--- config.mk ---
export PLATFORM = sky130hd
export DESIGN_NAME = glclk_top
export DESIGN_NICKNAME = d
export VERILOG_FILES = /design/src/core/glclk_pkg.sv /design/src/core/glclk_gate_cell.sv /design/src/core/glclk_top.sv
export VERILOG_INCLUDE_DIRS = /design/src /design/src/core
export SDC_FILE = /design/constraint.sdc
export NUM_CORES = 1
export LEC_CHECK = 0
export ABC_AREA = 0
export BUFFER_PORTS_ARGS = -buffer_cell sky130_fd_sc_hd__buf_4
export CAP_MARGIN = 20
export CORE_MARGIN = 2
export CORE_UTILIZATION = 58
export DETAILED_ROUTE_END_ITERATION = 8
export MAX_ROUTING_LAYER = met4
export PLACE_DENSITY_LB_ADDON = 0.2
export SLEW_MARGIN = 20
export SYNTH_ARGS = -nofsm -noshare
export SYNTH_HDL_FRONTEND = slang
export SYNTH_SLANG_ARGS = --single-unit
export TNS_END_PERCENT = 5
--- constraint.sdc ---
create_clock -name ref_clk -period 3.45 [get_ports ref_clk]
set_input_delay 0.69 -clock ref_clk [delete_from_list [all_inputs] [get_ports ref_clk]]
set_output_delay 0.69 -clock ref_clk [all_outputs]
set_load 0.01 [all_outputs]
--- src/core/glclk_cfg.svh ---
`ifndef GLCLK_CFG_SVH
`define GLCLK_CFG_SVH

// Number of gated global clock networks
`define GLCLK_NUM_NET   4
// Number of selectable clock sources per network
`define GLCLK_NUM_SRC   4
// Width of a source-select code
`define GLCLK_SEL_W     2
// Source select held while not in user mode
`define GLCLK_SEL_RST   2'h0
// Reset value of every enable register
`define GLCLK_EN_RST    1'h0
// Reset value of the configuration-done synchroniser bits
`define GLCLK_CFG_RST   1'h0

`endif

--- src/core/glclk_pkg.sv ---
package glclk_pkg;

  // Dynamic source-select code of one network
  typedef logic [1:0] glclk_sel_t;

  // Device phase: loading configuration, or running user logic
  typedef enum logic [1:0] {
    GLCLK_CONFIG,
    GLCLK_LOAD,
    GLCLK_USER
  } glclk_mode_t;

endpackage : glclk_pkg

--- src/core/glclk_gate_cell.sv ---
`timescale 1ns/1ns
`include "glclk_cfg.svh"

// Enable path and gate for one global clock network
module glclk_gate_cell (
  input  wire logic clk,          // Source clock of the network
  input  wire logic rst_n,        // Synchronised reset, active low
  input  wire logic load_init,    // One-cycle pulse at configuration completion
  input  wire logic user_mode,    // High once user mode is entered
  input  wire logic net_used,     // Static bit: network in use
  input  wire logic init_en,      // Static bit: enabled state at configuration completion
  input  wire logic two_stage,    // Static bit: network carries pll_counter_out_zero to a pin
  input  wire logic ena_in,       // Dynamic enable from user logic
  input  wire logic src_tick,     // Selected source, one-cycle tick
  output logic      tick_q,       // Gated network tick
  output logic      on_q          // Network currently enabled
);

  logic stage1_q;                 // First enable register
  logic stage2_q;                 // Second enable register, cascaded path only
  logic en_eff;                   // Enable seen by the gate

  // First enable register, captured on the falling edge of the source clock
  always_ff @(negedge clk or negedge rst_n)
  begin
    if (!rst_n)
    begin
      stage1_q <= `GLCLK_EN_RST;
    end
    else if (load_init)
    begin
      // Defined state at configuration completion; unused networks stay off
      stage1_q <= init_en & net_used; // RULE15 RULE1
    end
    else if (user_mode)
    begin
      // Dynamic enable, masked by the static disable
      stage1_q <= ena_in & net_used; // RULE9 RULE2 RULE1
    end
  end

  // Second register of the cascaded path, also on the falling edge
  always_ff @(negedge clk or negedge rst_n)
  begin
    if (!rst_n)
    begin
      stage2_q <= `GLCLK_EN_RST;
    end
    else if (load_init)
    begin
      stage2_q <= init_en & net_used; // RULE15
    end
    else
    begin
      stage2_q <= stage1_q & net_used; // RULE8
    end
  end

  // Pick one register or two in cascade
  assign en_eff = two_stage ? stage2_q : stage1_q; // RULE7 RULE8

  // Gate: source AND enable; enable only moved while the source was low
  always_ff @(posedge clk or negedge rst_n)
  begin
    if (!rst_n)
    begin
      tick_q <= 1'b0;
      on_q   <= 1'b0;
    end
    else
    begin
      // No tick leaves a disabled network; resumes at once when re-enabled
      tick_q <= src_tick & en_eff; // RULE14 RULE3 RULE5
      on_q   <= en_eff;
    end
  end

endmodule : glclk_gate_cell

--- src/core/glclk_top.sv ---
`timescale 1ns/1ns
`include "glclk_cfg.svh"

// Operation
// RULE1: Static bit disables network; unused held off
// RULE2: Dynamic user enable switches network in user mode
// RULE3: Disabled network delivers no clock edges
// RULE4: Gate after source select, independent of PLL
// RULE5: Re-enable resumes at once, no relock
// RULE6: PLL lock and counters unaffected by enable
// RULE7: Network enable path uses one register
// RULE8: Counter-zero pin path uses two registers
// RULE9: Enable captured on source clock falling edge
// RULE10: User may hold enable off during resync
// RULE11: User disables, then switches select lines
// RULE12: User waits some cycles before re-enabling
// RULE13: Two-bit select from user logic, user mode
// RULE14: Gated clock is source AND enable register
// RULE15: Enable registers initialised at configuration completion

// Clock control for a set of global clock networks
module glclk_top
  import glclk_pkg::*;
#(
  parameter int NUM_NET = `GLCLK_NUM_NET, // Networks served
  parameter int NUM_SRC = `GLCLK_NUM_SRC  // Sources per network
) (
  input  wire logic                 ref_clk,        // 20 MHz reference clock
  input  wire logic                 reset_n,        // Asynchronous reset, active low
  input  wire logic                 cfg_done,       // Configuration complete, pin level
  input  wire logic [NUM_NET-1:0]   cfg_net_used,   // Static: network in use
  input  wire logic [NUM_NET-1:0]   cfg_init_en,    // Static: enabled at completion
  input  wire logic [NUM_NET-1:0]   cfg_two_stage,  // Static: pll_counter_out_zero to pin
  input  wire logic [NUM_SRC-1:0]   src_tick,       // Source ticks from outside, pins
  input  wire logic [NUM_NET-1:0]   net_ena,        // Dynamic enables from user logic
  input  glclk_pkg::glclk_sel_t     net_sel [NUM_NET], // Dynamic source selects
  output logic [NUM_NET-1:0]        global_clock_network_q, // Gated network ticks
  output logic [NUM_NET-1:0]        net_on_q,       // Network enable state
  output logic                      user_mode_q     // User mode reached
);

  import glclk_pkg::*;

  // Refuse shapes that the select code cannot address, at elaboration
  if (NUM_NET < 1 || NUM_SRC < 1 || NUM_SRC > (1 << `GLCLK_SEL_W))
  begin : g_bad_shape
    $error("glclk_top: unsupported NUM_NET or NUM_SRC");
  end

  logic                 rst_s1_q;        // Reset release, first stage
  logic                 rst_s2_q;        // Reset release, second stage
  logic                 rst_n_int;       // Synchronised reset used inside
  logic                 done_s1_q;       // Configuration done, first stage
  logic                 done_s2_q;       // Configuration done, second stage
  logic [NUM_NET-1:0]   used_s1_q;       // Static bits, first stage
  logic [NUM_NET-1:0]   used_s2_q;       // Static bits, second stage
  logic [NUM_NET-1:0]   init_s1_q;       // Init state, first stage
  logic [NUM_NET-1:0]   init_s2_q;       // Init state, second stage
  logic [NUM_NET-1:0]   two_s1_q;        // Cascade choice, first stage
  logic [NUM_NET-1:0]   two_s2_q;        // Cascade choice, second stage
  logic [NUM_SRC-1:0]   src_s1_q;        // Source ticks, first stage
  logic [NUM_SRC-1:0]   src_s2_q;        // Source ticks, second stage
  logic [NUM_NET-1:0]   used_q;          // Captured static disable bits
  logic [NUM_NET-1:0]   init_q;          // Captured init states
  logic [NUM_NET-1:0]   two_q;           // Captured cascade choices
  glclk_mode_t          mode_q;          // Device phase
  logic                 load_init;       // Configuration load pulse
  logic                 user_mode;       // User mode level
  logic [NUM_NET-1:0]   net_tick;        // Gate cell ticks
  logic [NUM_NET-1:0]   net_on;          // Gate cell states

  // Reset release through two flip-flops
  always_ff @(posedge ref_clk or negedge reset_n)
  begin
    if (!reset_n)
    begin
      rst_s1_q <= 1'b0;
      rst_s2_q <= 1'b0;
    end
    else
    begin
      rst_s1_q <= 1'b1;
      rst_s2_q <= rst_s1_q;
    end
  end

  assign rst_n_int = rst_s2_q;

  // Two-flop synchronisers for every pin level
  always_ff @(posedge ref_clk or negedge rst_n_int)
  begin
    if (!rst_n_int)
    begin
      done_s1_q <= `GLCLK_CFG_RST;
      done_s2_q <= `GLCLK_CFG_RST;
      used_s1_q <= '0;
      used_s2_q <= '0;
      init_s1_q <= '0;
      init_s2_q <= '0;
      two_s1_q  <= '0;
      two_s2_q  <= '0;
      src_s1_q  <= '0;
      src_s2_q  <= '0;
    end
    else
    begin
      done_s1_q <= cfg_done;
      done_s2_q <= done_s1_q;
      used_s1_q <= cfg_net_used;
      used_s2_q <= used_s1_q;
      init_s1_q <= cfg_init_en;
      init_s2_q <= init_s1_q;
      two_s1_q  <= cfg_two_stage;
      two_s2_q  <= two_s1_q;
      src_s1_q  <= src_tick;
      src_s2_q  <= src_s1_q;
    end
  end

  // Phase sequence: wait for configuration, load once, then run
  always_ff @(posedge ref_clk or negedge rst_n_int)
  begin
    if (!rst_n_int)
    begin
      mode_q <= GLCLK_CONFIG;
    end
    else
    begin
      case (mode_q)
        GLCLK_CONFIG:
        begin
          // Configuration still loading
          if (done_s2_q)
          begin
            mode_q <= GLCLK_LOAD;
          end
        end
        GLCLK_LOAD:
        begin
          // Static bits taken this cycle
          mode_q <= GLCLK_USER;
        end
        GLCLK_USER:
        begin
          // Losing configuration returns to the loading phase
          if (!done_s2_q)
          begin
            mode_q <= GLCLK_CONFIG;
          end
        end
        default:
        begin
          mode_q <= GLCLK_CONFIG;
        end
      endcase
    end
  end

  assign load_init = (mode_q == GLCLK_LOAD);
  assign user_mode = (mode_q == GLCLK_USER);

  // Static configuration held for the whole of user mode
  always_ff @(posedge ref_clk or negedge rst_n_int)
  begin
    if (!rst_n_int)
    begin
      used_q <= '0;
      init_q <= '0;
      two_q  <= '0;
    end
    else if (load_init)
    begin
      used_q <= used_s2_q; // RULE1
      init_q <= init_s2_q; // RULE15
      two_q  <= two_s2_q;  // RULE8
    end
  end

  // One gate per network; selection first, gate after it
  generate
    for (genvar n = 0; n < NUM_NET; n++)
    begin : g_net
      glclk_sel_t sel_eff;  // Select in force
      logic       src_sel;  // Selected source tick

      // User select counts only in user mode
      assign sel_eff = user_mode ? net_sel[n] : `GLCLK_SEL_RST; // RULE13

      // Gate sits after the multiplexer and never feeds back to a source
      assign src_sel = (int'(sel_eff) < NUM_SRC) ? src_s2_q[sel_eff] : 1'b0; // RULE4 RULE6

      glclk_gate_cell u_cell (
        .clk       (ref_clk),
        .rst_n     (rst_n_int),
        .load_init (load_init),
        .user_mode (user_mode),
        .net_used  (load_init ? used_s2_q[n] : used_q[n]),
        .init_en   (init_s2_q[n]),
        .two_stage (load_init ? two_s2_q[n] : two_q[n]),
        .ena_in    (net_ena[n]),
        .src_tick  (src_sel),
        .tick_q    (net_tick[n]),
        .on_q      (net_on[n])
      );
    end
  endgenerate

  // Registered outputs
  always_ff @(posedge ref_clk or negedge rst_n_int)
  begin
    if (!rst_n_int)
    begin
      global_clock_network_q <= '0;
      net_on_q               <= '0;
      user_mode_q            <= 1'b0;
    end
    else
    begin
      global_clock_network_q <= net_tick; // RULE3
      net_on_q               <= net_on;
      user_mode_q            <= user_mode;
    end
  end

endmodule : glclk_top

After elaboration in Yosys (flattened, before gate mapping) --
Cells that the tools add are included.
Word-level totals: logic and storage cells 100, output and inout bits 9, register bits 71, bits of input ports 31
Operators by class: $lt $le $gt $ge 4, eq/ne operators 4, reductions and logical operators 3, mux-type cells 39, bitwise operators 16
Operators by type and width (number):
- two-way mux 1 bit | 28
- bitwise AND 1 bit | 16
- less-than comparator 2 x 3 -> 1 bit (second input constant) | 4
- two-way mux 2 bit | 6
- binary-select mux 1 bit (select 2 bit) | 4
- case mux 2 bit (3 select lines) | 1
- inequality test 2 bit (second input constant) | 2
- == test 2 x 1 -> 1 bit (second input constant) | 1
- == test 2 bit (second input constant) | 1
- logical NOT 2 bit | 1
- AND reduction 2 bit | 1
- nonzero test 2 bit | 1

Logic depth before layout (Yosys ltp) --
depth in word-level cells 5, gate-level depth with buffers 6, gate-level depth less buffers 5

Modules after synthesis --
A second synthesis with hierarchy kept.
Second synthesis, totals: cells, all modules 148, area, all modules 2386.0 µm²
Modules (own cells, without submodules):
- glclk_top | cells an instance 96, instances 1, area an instance 1710.4 µm², seq. area each 1376.3 µm²
- glclk_gate_cell | cells an instance 13, instances 4, area an instance 168.9 µm², seq. area each 100.1 µm²

==> metrics.csv <==
metric,value,unit
synth.cell_area,0.00234,mm2
hold_class,input pin to async pin,
final-max-slew-violation-count,0,
synthMuxAreaShare,6.41,%
post-route-util,72.9,%
reg2reg_slack,190,ps
start_util,59.4,%
clockBufferDepth,2,
cts_resized,0,
gr-total-overflow,0,
grt_max_degree,36,
synth.avg_cell_area,15.9,um2
grt_antenna_before_repair,0,
place_inst,237,
antennaDiodeCount,0,
tightest_slew,693,ps
multi_input_area,519,um2
dpl.hpwl,2620,um
critPathLaunchType,flip-flop,
post_cts_buffers,0,
cp.arrival,1690,ps
power_density,795,mW/mm2
firstDrtPassIters,4,
cts_tree,yes,
maxCapViolations,0,
synth-simple-area-share,4.22,%
crit_type,flip-flop to flip-flop,
core-area,0.00394,mm2
track_usage,19.9,%
finalPower,2.29,mW
cts_made_buffers,9,
row_count,23,
ys_warn_count,0,
clock-sinks,71,
cts-root-buf,clkbuf_8,
die_area,0.00456,mm2
drc_errors,0,
clk_latency,320,ps
wl_per_cell,14.3,um
synth_compound_area_share,9.24,%
area_growth,22.6,%
rr_worst_depth,5,
p_leak,1.42,nW
syn_nets,182,
drtIter0Drc,65,
ant_nets,0,
synth.distinct_cells,25,
required,1880,ps
seq_area,0.00178,mm2
grt_pass1_vias,1354,
io_pins,40,
setup_viol,0,
final_common_cell,dfrtp_1,
stdcell_count,253,
die_y,67.6,um
final-hold-violation-count,0,
num-nets-final,233,
endpoint_kind,flip-flop,
r2r_end,g_net[0].u_cell.stage1_q,
ys_seq_area_share,75.9,%
slew_headroom,53.8,%
crit_path_max_fanout,9,
status,finished clean,
cts.reportedPaths.clkPinSlew,60,ps
gp_congestion,0.780,
synth_fa_ha_area_share,2.14,%
drive_above_1_share,32.0,%
synth_top_family_by_area,compound AO/OA/AOI/OAI gates,
max-vdd-ir-drop,0.523,mV
worstReg2RegStart,mode_q[1],
wirelength,3620,um
die_width,67.6,um
grt_pass1_wl,6050,um
yosys.area_share.xor_xnor,0,%
rsz0062_at_grt,no,
whs,137,ps
h-tree-depth,3,
ys_ff_latch,71,
routed_via_density,5.07,
syn-instance-count,147,
layout_common_cells,"dfrtp_1, buf_4, nor2_1",
numPortBuffers,39,
nFillCells,255,
finalSetupTns,0,ps
cts_hold_buf,0,
skew,11.2,ps
vias,1282,
-- flip-flops by register name, summed over array words and instances, names as in the netlist, 4 cells and up --
register / flops
g_net.u_cell.on_q: 4
g_net.u_cell.stage1_q: 4
g_net.u_cell.stage2_q: 4
g_net.u_cell.tick_q: 4
global_clock_network_q: 4
init_s1_q: 4
init_s2_q: 4
net_on_q: 4
src_s1_q: 4
src_s2_q: 4
two_q: 4
two_s1_q: 4
two_s2_q: 4
used_q: 4
used_s1_q: 4
used_s2_q: 4
-- logic make-up (layout without fill, tap and decap cells) --
logic type,Yosys count,in the layout
adder cells (fa/ha/maj),4,4
other,1,1
buffers and inverters,10,66
AO/OA/AOI/OAI,26,26
AND/OR/NAND/NOR,22,22
flip-flops,71,71
multiplexers,13,13
-- cell usage after synthesis --
master,n,share of area [%]
dfrtn_1,8,8.5
nand2_1,2,0.32
o21ai_0,2,0.43
a32oi_1,4,1.5
mux2_2,2,0.96
nor3b_1,1,0.32
dfrtp_1,63,67
ha_1,4,2.1
a32o_1,4,1.7
mux2i_1,7,3.0
conb_1,1,0.16
mux2_4,2,1.3
o221a_4,1,0.85
buf_2,1,0.21
and2b_1,2,0.64
buf_1,1,0.16
o221a_2,3,1.4
a22oi_1,3,0.96
nor2b_1,2,0.53
buf_6,1,0.48
a21o_1,4,1.3
nor2_1,15,2.4
mux2i_2,2,1.2
inv_1,7,1.1
a21oi_1,5,1.1
-- metrics by stage --
step	setup slack [ps]	area, um2
after global routing	86.6	2870
final	190	2870
after floorplan	309	2340
after global placement	304	2710
after detailed placement	204	2710
after CTS	182	2870
-- metal layers --
layer | vias to the layer above | track usage (%) | part of all wire [%]
met5 | - | - | 0
met4 | 0 | 13.3 | 1.9
met3 | 9 | 5.50 | 5.0
met2 | 38 | 30.6 | 53
met1 | 629 | 22.8 | 40
li1 | 606 | - | -
-- area by class of cell --
class | count | share of cell area, %
timing repair buffer | 43 | 11.2
clock inverter | 1 | 0.261
clock buffer | 15 | 5.44
inverter | 7 | 0.915
sequential | 71 | 61.9
multi-input combinational | 66 | 18.1
tap | 50 | 2.18
-- report_power, final --
group          total [mW]  internal (mW)  switching [mW]
clock               0.537          0.282           0.255
sequential           1.14           1.06          0.0834
combinational       0.608          0.313           0.295
total                2.29           1.65           0.633
-- how the worst max path moves through the flow --
stage	start	endpoint	cells past startpoint
floorplan	mode_q[1]	g_net[0].u_cell.stage1_q	6
global placement	mode_q[1]	g_net[1].u_cell.stage1_q	5
detailed placement	mode_q[1]	g_net[0].u_cell.stage1_q	5
CTS	mode_q[1]	g_net[0].u_cell.stage1_q	5
global route	mode_q[1]	g_net[0].u_cell.stage1_q	5
finish	mode_q[1]	g_net[0].u_cell.stage1_q	5
-- critical path, stage by stage, from the launching register on --
cell and delay, ps:
dfrtp_1 380, inv_1 120, ha_1 350, and2b_1 260, a32oi_1 170, a21oi_1 90
(Power assumes the default switching activity.)
